==> config.mk <==
export PLATFORM = sky130hd
export DESIGN_NAME = sfrbk_bank
export DESIGN_NICKNAME = d
export VERILOG_FILES = /design/src/hdl/sfrbk_pkg.sv /design/src/hdl/sfrbk_bank.sv /design/src/hdl/sfrbk_divider.sv
export VERILOG_INCLUDE_DIRS = /design/src /design/src/hdl
export SDC_FILE = /design/constraint.sdc
export NUM_CORES = 1
export LEC_CHECK = 0
export BUFFER_PORTS_ARGS = -buffer_cell sky130_fd_sc_hd__buf_2
export CELL_PAD_IN_SITES_DETAIL_PLACEMENT = 0
export CELL_PAD_IN_SITES_GLOBAL_PLACEMENT = 1
export CORE_ASPECT_RATIO = 1.4
export CORE_MARGIN = 2
export CORE_UTILIZATION = 47
export CTS_BUF_LIST = sky130_fd_sc_hd__clkbuf_8
export DETAILED_ROUTE_END_ITERATION = 12
export PLACE_DENSITY = 0.83
export SLEW_MARGIN = 25
export SYNTH_ARGS = -nofsm -noshare
export SYNTH_HDL_FRONTEND = slang
export SYNTH_HIERARCHICAL = 1
export SYNTH_SLANG_ARGS = --single-unit
==> constraint.sdc <==
create_clock -name sys_clk -period 4.3 [get_ports sys_clk]
set_input_delay 0.645 -clock sys_clk [delete_from_list [all_inputs] [get_ports sys_clk]]
set_output_delay 0.645 -clock sys_clk [all_outputs]
set_load 0.01 [all_outputs]
==> src/hdl/sfrbk_defines.svh <==
// Offsets, field positions and reset values of the SFR slice.
// Assumes an 8-bit SFR address space, one byte per register.
`ifndef SFRBK_DEFINES_SVH
`define SFRBK_DEFINES_SVH

// ----------------------------------------
// Register offsets
// ----------------------------------------
`define SFRBK_SUM2_OFS 8'he4
`define SFRBK_SUM3_OFS 8'he5
`define SFRBK_TRIM_OFS 8'he6
`define SFRBK_SMON_OFS 8'he7
`define SFRBK_IEN_OFS 8'he8
`define SFRBK_PCL_OFS 8'he9
`define SFRBK_PCH_OFS 8'hea
`define SFRBK_VER_OFS 8'heb
`define SFRBK_FCTL_OFS 8'hee
`define SFRBK_FTIM_OFS 8'hef
`define SFRBK_ACCB_OFS 8'hf0
`define SFRBK_PDN_OFS 8'hf1

// ----------------------------------------
// Reset values
// ----------------------------------------
`define SFRBK_SUM_RST 8'h00
`define SFRBK_TRIM_RST 8'h00
`define SFRBK_SMON_RST 8'h00
`define SFRBK_IEN_RST 8'he0
`define SFRBK_FTIM_RST 8'ha5
`define SFRBK_ACCB_RST 8'h00
`define SFRBK_PDN_RST 8'h7f
`define SFRBK_MS_DIV_RST 16'h0f9f
`define SFRBK_US_DIV_RST 6'h03

// ----------------------------------------
// Field positions and fixed patterns
// ----------------------------------------
`define SFRBK_IEN_FIXED 8'he0
`define SFRBK_TRIM_NEG_ZERO 8'h80
// Upper six product code bits; arbitrary value
`define SFRBK_PCL_FIXED 6'h2d
`define SFRBK_FCTL_PAGE_ERASE_BIT 6
`define SFRBK_FCTL_DLY_BIT 4
`define SFRBK_FCTL_BUSY_BIT 2
`define SFRBK_FCTL_SERIAL_BIT 1
`define SFRBK_FCTL_PROG_BIT 0
`define SFRBK_WRITE_MULT 5

`endif

==> src/hdl/sfrbk_pkg.sv <==
// Types shared by the SFR slice.
// Assumes the defines header is included by the users.
package sfrbk_pkg;

  // Decoded supply monitor control
  typedef struct packed {
    logic analog_enable;
    logic [2:0] analog_threshold_sel;
    logic analog_use_input_seven;
    logic digital_enable;
    logic [2:0] digital_threshold_sel;
    logic digital_use_input_six;
  } sfrbk_supply_t;

  // Peripheral power-down lines
  typedef struct packed {
    logic dac_power_down;
    logic twowire_power_down;
    logic pulse_width_power_down;
    logic converter_power_down;
    logic watchdog_power_down;
    logic system_timer_power_down;
    logic spi_power_down;
  } sfrbk_power_t;

  // Flash timer states, Gray along idle-run-done
  typedef enum logic [1:0] {
    SFRBK_FL_IDLE = 2'b00,
    SFRBK_FL_RUN = 2'b01,
    SFRBK_FL_DONE = 2'b11
  } sfrbk_fl_state_t;

endpackage : sfrbk_pkg

==> src/hdl/sfrbk_bank.sv <==
// SFR slice: summation upper bytes, offset trim, supply monitor,
// extended interrupt enable, product codes, flash control and timing,
// secondary accumulator and peripheral power-down.
// Assumes a single-cycle SFR bus from the core on sys_clk.
//
// Behaviour
// - Third summation byte reads and writes accumulator bits 16-23, resets zero.
// - Fourth summation byte is accumulator bits 24-31, resets zero.
// - Trim value zero or only sign bit set disables the offset.
// - Trim top bit is sign, low seven bits magnitude over 127.
// - Analog detect disable bit: zero enables, one disables the analog detector.
// - Three-bit analog threshold; all-ones compares analog input seven instead.
// - Digital detect disable bit: zero enables, one disables the digital detector.
// - Low three bits pick digital threshold; all-ones compares analog input six.
// - Interrupt enable resets upper bits set; watchdog enable gates watchdog request.
// - Low four enable bits gate external interrupts five down to two.
// - Low product code read-only; two low bits give flash size code.
// - High product code read-only fixed byte; writes ignored.
// - Page erase bit writable in user and programming modes.
// - Flash delay line select: zero bypass (default), one delay line.
// - Busy reads one during flash write or erase, else zero.
// - Read-only mode bits: programming flag, serial flag valid with it.
// - Erase pulse is (1+upper nibble)*(1+ms divider) clock periods.
// - Write pulse is (1+lower nibble)*(1+us divider)*5 clock periods.
// - Secondary accumulator is an operand store, resets zero.
// - Seven power-down bits, one powers module down; all down at reset.
// - Converter power-down also powers reference and summation registers down.
// - Two-wire and SPI power-down must not both be cleared; the bank stores both bits as written and does not stop it.
// - Millisecond divider period is sixteen-bit value plus one clocks.
// - Microsecond divider divides clock by six-bit value plus one.
`timescale 1ns/1ps
`include "sfrbk_defines.svh"
module sfrbk_bank import sfrbk_pkg::*; #(
  parameter logic [1:0] FLASH_SIZE_CODE = 2'b11,
  parameter logic [7:0] PRODUCT_HIGH = 8'h5a, // Arbitrary value
  parameter logic [7:0] VERSION_CODE = 8'h3c, // Arbitrary value
  parameter int MS_DIV_WIDTH = 16,
  parameter int US_DIV_WIDTH = 6
) (
  input wire logic sys_clk,
  input wire logic srst,
  input wire logic [7:0] sfr_addr,
  input wire logic sfr_wr,
  input wire logic sfr_rd,
  input wire logic [7:0] sfr_wdata,
  output logic [7:0] sfr_rdata,
  input wire logic [MS_DIV_WIDTH-1:0] millisecond_divider,
  input wire logic [US_DIV_WIDTH-1:0] microsecond_divider,
  input wire logic flash_erase_start,
  input wire logic flash_write_start,
  input wire logic prog_mode_in,
  input wire logic serial_prog_in,
  input wire logic sum_load,
  input wire logic [15:0] sum_upper_in,
  output logic [15:0] sum_upper,
  input wire logic watchdog_irq_req,
  input wire logic [3:0] ext_irq_req,
  output logic watchdog_irq,
  output logic [3:0] ext_irq,
  output logic offset_enable,
  output logic offset_negative,
  output logic [6:0] offset_magnitude,
  output sfrbk_supply_t supply_ctrl,
  output sfrbk_power_t power_ctrl,
  output logic page_erase_mode,
  output logic flash_delay_line_sel,
  output logic flash_pulse,
  output logic flash_busy,
  output logic [7:0] secondary_accumulator
);
  initial begin
    if (MS_DIV_WIDTH != 16) $error("sfrbk_bank: millisecond divider must be 16 bits");
    if (US_DIV_WIDTH != 6) $error("sfrbk_bank: microsecond divider must be 6 bits");
  end

  // ----------------------------------------
  // Register state
  // ----------------------------------------
  logic [7:0] sum2_reg;
  logic [7:0] sum3_reg;
  logic [7:0] trim_reg;
  logic [7:0] smon_reg;
  logic [4:0] ien_reg;
  logic page_erase_reg;
  logic dly_reg;
  logic [7:0] ftim_reg;
  logic [7:0] accb_reg;
  logic [6:0] pdn_reg;
  logic mode_prog_reg;
  logic mode_serial_reg;
  sfrbk_fl_state_t fl_state_reg;
  logic fl_erase_reg;
  logic [3:0] fl_outer_reg;
  logic [2:0] fl_five_reg;
  logic ms_tick;
  logic us_tick;
  logic fl_clear;

  logic wr_sum2, wr_sum3, wr_trim, wr_smon, wr_ien, wr_fctl, wr_ftim, wr_accb, wr_pdn;
  assign wr_sum2 = sfr_wr && (sfr_addr == `SFRBK_SUM2_OFS);
  assign wr_sum3 = sfr_wr && (sfr_addr == `SFRBK_SUM3_OFS);
  assign wr_trim = sfr_wr && (sfr_addr == `SFRBK_TRIM_OFS);
  assign wr_smon = sfr_wr && (sfr_addr == `SFRBK_SMON_OFS);
  assign wr_ien = sfr_wr && (sfr_addr == `SFRBK_IEN_OFS);
  assign wr_fctl = sfr_wr && (sfr_addr == `SFRBK_FCTL_OFS);
  assign wr_ftim = sfr_wr && (sfr_addr == `SFRBK_FTIM_OFS);
  assign wr_accb = sfr_wr && (sfr_addr == `SFRBK_ACCB_OFS);
  assign wr_pdn = sfr_wr && (sfr_addr == `SFRBK_PDN_OFS);

  // ----------------------------------------
  // Summation upper bytes
  // ----------------------------------------
  // CPU write wins over arithmetic load; held at zero while converter is down
  always_ff @(posedge sys_clk) begin
    if (srst || pdn_reg[3]) begin
      sum2_reg <= `SFRBK_SUM_RST;
      sum3_reg <= `SFRBK_SUM_RST;
    end else begin
      if (wr_sum2) begin
        sum2_reg <= sfr_wdata;
      end else if (sum_load) begin
        sum2_reg <= sum_upper_in[7:0];
      end
      if (wr_sum3) begin
        sum3_reg <= sfr_wdata;
      end else if (sum_load) begin
        sum3_reg <= sum_upper_in[15:8];
      end
    end
  end

  // ----------------------------------------
  // Plain read/write registers
  // ----------------------------------------
  always_ff @(posedge sys_clk) begin
    if (srst) begin
      trim_reg <= `SFRBK_TRIM_RST;
      smon_reg <= `SFRBK_SMON_RST;
      ftim_reg <= `SFRBK_FTIM_RST;
      accb_reg <= `SFRBK_ACCB_RST;
      pdn_reg <= 7'(`SFRBK_PDN_RST);
    end else begin
      if (wr_trim) trim_reg <= sfr_wdata;
      if (wr_smon) smon_reg <= sfr_wdata;
      if (wr_ftim) ftim_reg <= sfr_wdata;
      if (wr_accb) accb_reg <= sfr_wdata;
      // Software keeps one of two-wire and SPI down; the bits are stored as written
      if (wr_pdn) pdn_reg <= sfr_wdata[6:0];
    end
  end

  // Interrupt enables: only the five live bits are stored
  always_ff @(posedge sys_clk) begin
    if (srst) begin
      ien_reg <= 5'(`SFRBK_IEN_RST);
    end else if (wr_ien) begin
      ien_reg <= sfr_wdata[4:0];
    end
  end

  // Flash control: page erase and delay-line bits; mode flags sampled
  always_ff @(posedge sys_clk) begin
    if (srst) begin
      page_erase_reg <= 1'b0;
      dly_reg <= 1'b0;
      mode_prog_reg <= 1'b0;
      mode_serial_reg <= 1'b1;
    end else begin
      // Writable regardless of the programming mode
      if (wr_fctl) begin
        page_erase_reg <= sfr_wdata[`SFRBK_FCTL_PAGE_ERASE_BIT];
        dly_reg <= sfr_wdata[`SFRBK_FCTL_DLY_BIT];
      end
      mode_prog_reg <= prog_mode_in;
      mode_serial_reg <= serial_prog_in;
    end
  end

  // ----------------------------------------
  // Flash pulse timer
  // ----------------------------------------
  // Dividers restart at each pulse so the length is exact
  assign fl_clear = (fl_state_reg != SFRBK_FL_RUN);

  sfrbk_divider #(.WIDTH(MS_DIV_WIDTH)) u_ms_div (
    .sys_clk(sys_clk),
    .srst(srst),
    .clear(fl_clear),
    .div(millisecond_divider),
    .tick(ms_tick)
  );

  sfrbk_divider #(.WIDTH(US_DIV_WIDTH)) u_us_div (
    .sys_clk(sys_clk),
    .srst(srst),
    .clear(fl_clear),
    .div(microsecond_divider),
    .tick(us_tick)
  );

  // Erase: (1+nibble) ms ticks; write: (1+nibble) groups of five us ticks
  always_ff @(posedge sys_clk) begin
    if (srst) begin
      fl_state_reg <= SFRBK_FL_IDLE;
      fl_erase_reg <= 1'b0;
      fl_outer_reg <= 4'h0;
      fl_five_reg <= 3'h0;
    end else begin
      case (fl_state_reg)
        SFRBK_FL_IDLE: begin
          if (flash_erase_start || flash_write_start) begin
            fl_state_reg <= SFRBK_FL_RUN;
            fl_erase_reg <= flash_erase_start;
            fl_outer_reg <= flash_erase_start ? ftim_reg[7:4] : ftim_reg[3:0];
            fl_five_reg <= 3'h0;
          end
        end
        SFRBK_FL_RUN: begin
          if (fl_erase_reg) begin
            if (ms_tick) begin
              if (fl_outer_reg == 4'h0) fl_state_reg <= SFRBK_FL_DONE;
              else fl_outer_reg <= fl_outer_reg - 4'h1;
            end
          end else if (us_tick) begin
            if (fl_five_reg == 3'(`SFRBK_WRITE_MULT - 1)) begin
              fl_five_reg <= 3'h0;
              if (fl_outer_reg == 4'h0) fl_state_reg <= SFRBK_FL_DONE;
              else fl_outer_reg <= fl_outer_reg - 4'h1;
            end else begin
              fl_five_reg <= fl_five_reg + 3'h1;
            end
          end
        end
        SFRBK_FL_DONE: begin
          fl_state_reg <= SFRBK_FL_IDLE;
        end
        default: begin
          fl_state_reg <= SFRBK_FL_IDLE;
        end
      endcase
    end
  end

  // ----------------------------------------
  // Registered outputs
  // ----------------------------------------
  always_ff @(posedge sys_clk) begin
    if (srst) begin
      offset_enable <= 1'b0;
      offset_negative <= 1'b0;
      offset_magnitude <= 7'h00;
      supply_ctrl <= '0;
      power_ctrl <= '1;
      page_erase_mode <= 1'b0;
      flash_delay_line_sel <= 1'b0;
      flash_pulse <= 1'b0;
      flash_busy <= 1'b0;
      secondary_accumulator <= 8'h00;
      sum_upper <= 16'h0000;
    end else begin
      offset_enable <= (trim_reg[6:0] != 7'h00);
      offset_negative <= trim_reg[7];
      offset_magnitude <= trim_reg[6:0];
      supply_ctrl.analog_enable <= !smon_reg[7];
      supply_ctrl.analog_threshold_sel <= smon_reg[6:4];
      supply_ctrl.analog_use_input_seven <= &smon_reg[6:4];
      supply_ctrl.digital_enable <= !smon_reg[3];
      supply_ctrl.digital_threshold_sel <= smon_reg[2:0];
      supply_ctrl.digital_use_input_six <= &smon_reg[2:0];
      power_ctrl <= sfrbk_power_t'(pdn_reg);
      page_erase_mode <= page_erase_reg;
      flash_delay_line_sel <= dly_reg;
      flash_pulse <= (fl_state_reg == SFRBK_FL_RUN);
      flash_busy <= (fl_state_reg != SFRBK_FL_IDLE);
      secondary_accumulator <= accb_reg;
      sum_upper <= {sum3_reg, sum2_reg};
    end
  end

  // Interrupt gating, one cycle behind the request
  always_ff @(posedge sys_clk) begin
    if (srst) begin
      watchdog_irq <= 1'b0;
      ext_irq <= 4'h0;
    end else begin
      watchdog_irq <= watchdog_irq_req && ien_reg[4];
      ext_irq <= ext_irq_req & ien_reg[3:0];
    end
  end

  // ----------------------------------------
  // Read path
  // ----------------------------------------
  // Data is registered; unmapped offsets read zero
  always_ff @(posedge sys_clk) begin
    if (srst) begin
      sfr_rdata <= 8'h00;
    end else if (sfr_rd) begin
      if (sfr_addr == `SFRBK_SUM2_OFS) sfr_rdata <= sum2_reg;
      else if (sfr_addr == `SFRBK_SUM3_OFS) sfr_rdata <= sum3_reg;
      else if (sfr_addr == `SFRBK_TRIM_OFS) sfr_rdata <= trim_reg;
      else if (sfr_addr == `SFRBK_SMON_OFS) sfr_rdata <= smon_reg;
      else if (sfr_addr == `SFRBK_IEN_OFS) sfr_rdata <= `SFRBK_IEN_FIXED | {3'h0, ien_reg};
      else if (sfr_addr == `SFRBK_PCL_OFS) sfr_rdata <= {`SFRBK_PCL_FIXED, FLASH_SIZE_CODE};
      else if (sfr_addr == `SFRBK_PCH_OFS) sfr_rdata <= PRODUCT_HIGH;
      else if (sfr_addr == `SFRBK_VER_OFS) sfr_rdata <= VERSION_CODE;
      else if (sfr_addr == `SFRBK_FCTL_OFS) begin
        sfr_rdata <= {1'b0, page_erase_reg, 1'b0, dly_reg, 1'b0,
                      (fl_state_reg != SFRBK_FL_IDLE),
                      mode_serial_reg && mode_prog_reg, mode_prog_reg};
      end
      else if (sfr_addr == `SFRBK_FTIM_OFS) sfr_rdata <= ftim_reg;
      else if (sfr_addr == `SFRBK_ACCB_OFS) sfr_rdata <= accb_reg;
      else if (sfr_addr == `SFRBK_PDN_OFS) sfr_rdata <= {1'b0, pdn_reg};
      else sfr_rdata <= 8'h00;
    end
  end

  // ----------------------------------------
  // Assertions
  // ----------------------------------------
  a_trim_off_zero: assert property (@(posedge sys_clk) disable iff (srst)
    ($past(trim_reg) == 8'h00 || $past(trim_reg) == `SFRBK_TRIM_NEG_ZERO) |-> !offset_enable)
    else $error("offset enabled with zero magnitude");

  a_analog_enable: assert property (@(posedge sys_clk) disable iff (srst)
    wr_smon ##2 1 |-> supply_ctrl.analog_enable == !$past(sfr_wdata[7], 2))
    else $error("analog enable does not follow disable bit");

  a_digital_enable: assert property (@(posedge sys_clk) disable iff (srst)
    wr_smon ##2 1 |-> supply_ctrl.digital_enable == !$past(sfr_wdata[3], 2))
    else $error("digital enable does not follow disable bit");

  a_wdog_gate: assert property (@(posedge sys_clk) disable iff (srst)
    !ien_reg[4] |=> !watchdog_irq)
    else $error("watchdog interrupt passed while disabled");

  a_ext_gate: assert property (@(posedge sys_clk) disable iff (srst)
    1 |=> ext_irq == ($past(ext_irq_req) & $past(ien_reg[3:0])))
    else $error("external interrupt gating wrong");

  a_ien_upper: assert property (@(posedge sys_clk) disable iff (srst)
    sfr_rd && sfr_addr == `SFRBK_IEN_OFS |=> sfr_rdata[7:5] == 3'h7)
    else $error("interrupt enable upper bits not one");

  a_pch_fixed: assert property (@(posedge sys_clk) disable iff (srst)
    sfr_rd && sfr_addr == `SFRBK_PCH_OFS |=> sfr_rdata == PRODUCT_HIGH)
    else $error("high product code changed");

  a_busy_flag: assert property (@(posedge sys_clk) disable iff (srst)
    fl_state_reg == SFRBK_FL_IDLE && (flash_erase_start || flash_write_start)
      |=> ##1 flash_busy)
    else $error("busy not raised after start");

  a_sum_powerdown: assert property (@(posedge sys_clk) disable iff (srst)
    pdn_reg[3] |=> sum2_reg == 8'h00 && sum3_reg == 8'h00)
    else $error("summation kept while converter down");
endmodule : sfrbk_bank

==> src/hdl/sfrbk_divider.sv <==
// Clearable divider producing a one-cycle tick every (div+1) clocks.
// Assumes div is stable for the length of a flash pulse.
`timescale 1ns/1ps
module sfrbk_divider #(
  parameter int WIDTH = 16
) (
  input wire logic sys_clk,
  input wire logic srst,
  input wire logic clear,
  input wire logic [WIDTH-1:0] div,
  output logic tick
);
  initial begin
    if (WIDTH < 1) $error("sfrbk_divider: WIDTH too small");
  end

  logic [WIDTH-1:0] cnt_reg;

  // Count up to div, then wrap and pulse
  always_ff @(posedge sys_clk) begin
    if (srst || clear) begin
      cnt_reg <= '0;
    end else if (cnt_reg >= div) begin
      cnt_reg <= '0;
    end else begin
      cnt_reg <= cnt_reg + 1'b1;
    end
  end

  assign tick = !srst && !clear && (cnt_reg >= div);
endmodule : sfrbk_divider

Yosys cells after proc, flatten, opt, wreduce, memory -nomap -nowiden --
Cells that the tools add are included.
Cells by class: reduce and logical (&&, ||, !) cells 36, equal/unequal tests 21, add/sub/neg operators 4, $lt $le $gt $ge 2, multiplexer cells 36, bitwise logic cells 1
Operators by type and width (count):
- 2-to-1 mux 8 bit | 15
- equality test 8 bit (second input constant) | 12
- 2-to-1 mux 4 bit | 7
- adder 16 x 1 -> 16 bit (second input constant) | 1
- greater-or-equal comparator 16 bit | 1
- logical AND 1 bit | 14
- 2-to-1 mux 2 bit | 6
- 2-to-1 mux 3 bit | 4
- case mux 4 bit (2 select lines) | 1
- AND reduction 4 bit | 2
- nonzero test 2 bit | 4
- 2-to-1 mux 7 bit | 1
- nonzero test 7 bit | 1
- adder 6 x 1 -> 6 bit (second input constant) | 1
- greater-or-equal comparator 6 bit | 1
- != test 3 bit (second input constant) | 2
- case mux 3 bit (2 select lines) | 1
- AND reduction 3 bit | 2
- AND reduction 5 bit | 1
- AND 4 bit | 1
- zero test 1 bit | 4
- zero test 4 bit | 1
- != test 2 x 1 -> 1 bit (second input constant) | 2
- != test 2 bit (second input constant) | 2
- 10 further kinds | 13
Storage, ports and cells: register bits after elaboration 163, logic and storage cells 143, bits of input ports 68

Depth between registers and ports, before layout --
depth after elaboration 13, depth in mapped cells 12, depth with buffers taken out 11

By module --
Netlist, hierarchy kept.
By module, submodules not included:
- sfrbk_bank | area each 5911.9 sq um, times used 1, cells an instance 633, sequential area each 2822.7 sq um
- sfrbk_divider at u_ms_div | area each 1207.4 sq um, times used 1, cells an instance 130, sequential area each 320.3 sq um
- sfrbk_divider at u_us_div | area each 385.4 sq um, times used 1, cells an instance 45, sequential area each 120.1 sq um

Least setup slack after synthesis --
Ideal clock, no wire load.
path kind input port to flip-flop, start point input millisecond_divider[9], end point register fl_outer_reg[0], arrival time 2.775 ns, stages on the path 12, required time 4.172 ns, library setup time 0.128 ns, buffers on the path 1, setup slack 1.398 ns, cell sequence inv_1 > ha_1 > a21o_1 > a221o_1 > a221o_1 > buf_6 > o31a_1 > nand2_1 > a21oi_1 > o21ai_1 > mux2i_1 > nor2_1
On the way: word-level cells in the longest chain between the ends 4
Ends and longest elaborated chain:
- start, declared | line sfrbk_bank.sv:47 | input wire logic [MS_DIV_WIDTH-1:0] millisecond_divider,
- greater-or-equal comparator 16 bit | line sfrbk_divider.sv:30 | assign tick = !srst && !clear && (cnt_reg >= div);
- logical AND 1 bit | line sfrbk_divider.sv:30
- named net ms_tick | line sfrbk_bank.sv:95 | logic ms_tick;
- != test 3 bit (no source line)
- AND reduction 5 bit (no source line)
- end signal, assigned | line sfrbk_bank.sv:214 | fl_outer_reg <= flash_erase_start ? ftim_reg[7:4] : ftim_reg[3:0];
- end signal, assigned | line sfrbk_bank.sv:222 | else fl_outer_reg <= fl_outer_reg - 4'h1;
- end signal, assigned | line sfrbk_bank.sv:228 | else fl_outer_reg <= fl_outer_reg - 4'h1;
- end, declared | line sfrbk_bank.sv:93 | logic [3:0] fl_outer_reg;
The timed path passes the listed nets, and every way through them passes these cells. A chain may end at the register's enable or synchronous reset.

Worst setup path in the final report --
start point register u_ms_div.cnt_reg[0], end point register fl_outer_reg[0]
On the way: word-level cells in the longest chain between the ends 4
Ends and longest elaborated chain:
- start, declared | line sfrbk_divider.sv:17 | logic [WIDTH-1:0] cnt_reg;
- start signal, assigned | line sfrbk_divider.sv:26 | cnt_reg <= cnt_reg + 1'b1;
- greater-or-equal comparator 16 bit | line sfrbk_divider.sv:30
- logical AND 1 bit | line sfrbk_divider.sv:30
- named net ms_tick | line sfrbk_bank.sv:95
- != test 3 bit (no source line)
- AND reduction 5 bit (no source line)
The timed path passes the listed nets, and every way through them passes these cells.

==> qor.txt <==
Die width = 111 um
Worst slew margin = 0.415
Switch share = 0.242
TritonCTS Buffers = 17
Yosys reg bits = 163
Fin area = 8610 sq um
GR Overflow Total = 0
Most frequent cells in the layout = 163 x dfxtp_1, 133 x buf_2, 91 x nor2_1
Vias in the first global route = 6,002
Worst path slowest cell = a2111oi_0
Clk buf depth = 2
Sw Pwr = 715 uW
Largest net degree at the start of global routing = 66
Via count = 6,163
Number of unique standard cell types used by synthesis = 80
Hpwl dp = 14.0 mm
Largest delay share family, worst path = compound AO/OA/AOI/OAI gates
Post-synthesis sequential area ratio = 0.435
Post-route DRC = 0
Setup slack, reg-to-reg = 1110 ps
Synth area leader = dfxtp_1
Worst setup EP type = register
Clk slew on worst S/H paths = 80 ps
Cell leakage power = 0.00375 uW
Core Rows = 54
CP Class = register to register
Routed wire length = 19.5 mm
Reg2reg path depth = 12
Core Area = 15,600 sq um
Ys Warns = 6
Critical-path cell list = inv_1 > ha_1 > nand2b_1 > a2111oi_0 > a2111oi_4 > buf_4 > o31a_1 > nand2_1 > a21oi_1 > o21ai_1 > mux2i_1 > nor2_1
Worst reg2reg path endpoint = fl_outer_reg[0]
Worst VDD drop = 0.150 mV
Hold Path Sink = mode_serial_reg
Mapped Cells = 808
Post-synth ARST share = 0
Ranking of synthesized cells by area = dfxtp_1 43%, mux2i_1 7.1%, nor2_1 4.6%
Final antenna-violating net count = 0
Post-CTS setup repair buffer count = 0
Ys flop type = dfxtp_1
TritonCTS clock tree = done
Latest clock arrival within the worst-skew pair = 450 ps
Final GP Congestion = 0.950
RSZ-0062 raised after global routing = false
CTS root buf = clkbuf_8
Int Power = 2250 uW
Setup Total Neg Slack = 0 ps
Critical Path Fanout Max = 17
I/O Buffers = 134
Max-cap violations = 0
Nets@finish = 1,008
Most common cell after layout, fill and taps aside = dfxtp_1
Crit path time final = 3190 ps
Initial antenna violation count = 0
Non-filler cells, final = 1,121
Fin crit share = 0.741
Worst hold path class = input pin to register
PD cells = 344 nW/um^2
Logic pwr share = 0.077
First-pass GRT wire length = 31.3 mm
Drt first pass iters = 5
Status = complete, no violations
Worst slew pin tran = 877 ps
Avg WL per Cell = 17.4 um
Filler instances = 1,485
WP buf/inv = 2
Sequential power share = 0.517
Starting density of the core = 0.481
Clock Sinks = 163
Final Hold Viols = 0
Chip Height = 154 um
Worst Hold Path Cells = 2
H-tree levels = 4
Layout cells sized above 1 = 0.231
Ports = 135
Hold_sp = serial_prog_in
Critical R2R Launch = u_ms_div/cnt_reg[0]
Vias per cell = 5.50
DP Area = 8180 sq um
Post-synth EDFFs = 0
Total nets after synthesis = 903
Syn Area/Cell = 9.29 sq um
Area growth syn-to-layout = 14.8%
Resize count post-CTS = 0
CTS Hold Buffers Added = 0
Crit path launch type = register
Die area = 17,000 sq um
# setup viols final = 0
Synth top area share = 0.435
Clock share of power = 0.406
Fmax = 0.314 GHz
Slew Viols, Final = 0
DR iter-0 viols = 269
Crit path DAT = 3500 ps
Required time worst endpoint = 4610 ps
Synth Cell Area = 7500 sq um
Tot GR Track Use = 0.229
Final setup skew = 14.3 ps
Critical path's largest stage delay = 760 ps
N_diodes = 0
Post-Place Cells = 1,090
## worst reg2reg max path: stages, from the launching register on
cell and delay (ps):
dfxtp_1 410, inv_1 60, ha_1 260, nand2b_1 130, a2111oi_0 760, a2111oi_4 110, buf_4 260, o31a_1 320
nand2_1 90, a21oi_1 60, o21ai_1 320, mux2i_1 240, nor2_1 50
## synthesized netlist by cell type, drive strengths merged (9+ instances only)
master,number
a211o,13
buf,29
nor2,94
clkbuf,23
a21oi,35
mux2i,53
a211oi,19
nor4,20
o21ai,20
dfxtp,163
nand4,12
nor3,13
ha,27
nand2,44
nand2b,10
nor2b,51
xnor2,14
or2,9
inv,42
nand3,24
## cell families (layout without fill, tap and decap cells)
logic type	Yosys count	count (layout)	synth area share
AO/OA/AOI/OAI	139	139	0.129
XOR/XNOR	19	19	0.0222
adder cells (fa/ha/maj)	27	27	0.0450
buffers and inverters	94	211	0.0590
flip-flops	163	163	0.435
multiplexers	59	59	0.0797
AND/OR/NAND/NOR	307	307	0.231
## routing by layer
| layer | vias up | global-route usage | wire [um] |
|---|---|---|---|
| met1 | 2903 | 0.265 | 7900 |
| li1 | 3039 | - | - |
| met2 | 176 | 0.402 | 9850 |
| met3 | 45 | 0.0461 | 949 |
| met5 | - | 0 | 0 |
| met4 | 0 | 0.111 | 755 |
## through the flow
step / hold slack [ps] / setup WS [ps] / power [uW] / utilization
after detailed placement: 439 / 771 / 1790 / 0.524
final: 387 / 1110 / 2960 / 0.552
after floorplan: 414 / 1400 / 1710 / -
after CTS: 360 / 1070 / 2990 / 0.552
after global placement: 432 / 910 / 1790 / 0.524
after global routing: 380 / 833 / 3070 / 0.552
## power groups by stage
stage	combinational (uW)	clock [uW]	sequential, uW
CTS	227	1230	1530
global route	251	1290	1530
detailed placement	226	0	1570
global placement	224	0	1570
finish	226	1200	1530
floorplan	147	0	1570
## layout make-up
cell class	instances	area, sq um	share of cell area
sequential	163	3260	0.379
inverter	42	158	0.0183
timing repair buffer	138	703	0.0816
clock inverter	10	145	0.0168
tap	196	245	0.0285
clock buffer	21	289	0.0336
multi-input combinational	551	3810	0.442
## how the worst max path moves through the flow
stage                                 startpoint              end  slack (ps)  cells past startpoint
after floorplan           millisecond_divider[9]  fl_outer_reg[0]        1400                     12
after global placement    millisecond_divider[0]  fl_outer_reg[0]         910                     12
after detailed placement  millisecond_divider[0]  fl_outer_reg[0]         770                     12
after CTS                    u_ms_div/cnt_reg[0]  fl_outer_reg[1]        1070                     12
after global routing         u_ms_div/cnt_reg[0]  fl_outer_reg[0]         830                     12
final                        u_ms_div/cnt_reg[0]  fl_outer_reg[0]        1110                     12
No activity file was read; power rests on OpenSTA's default activity.
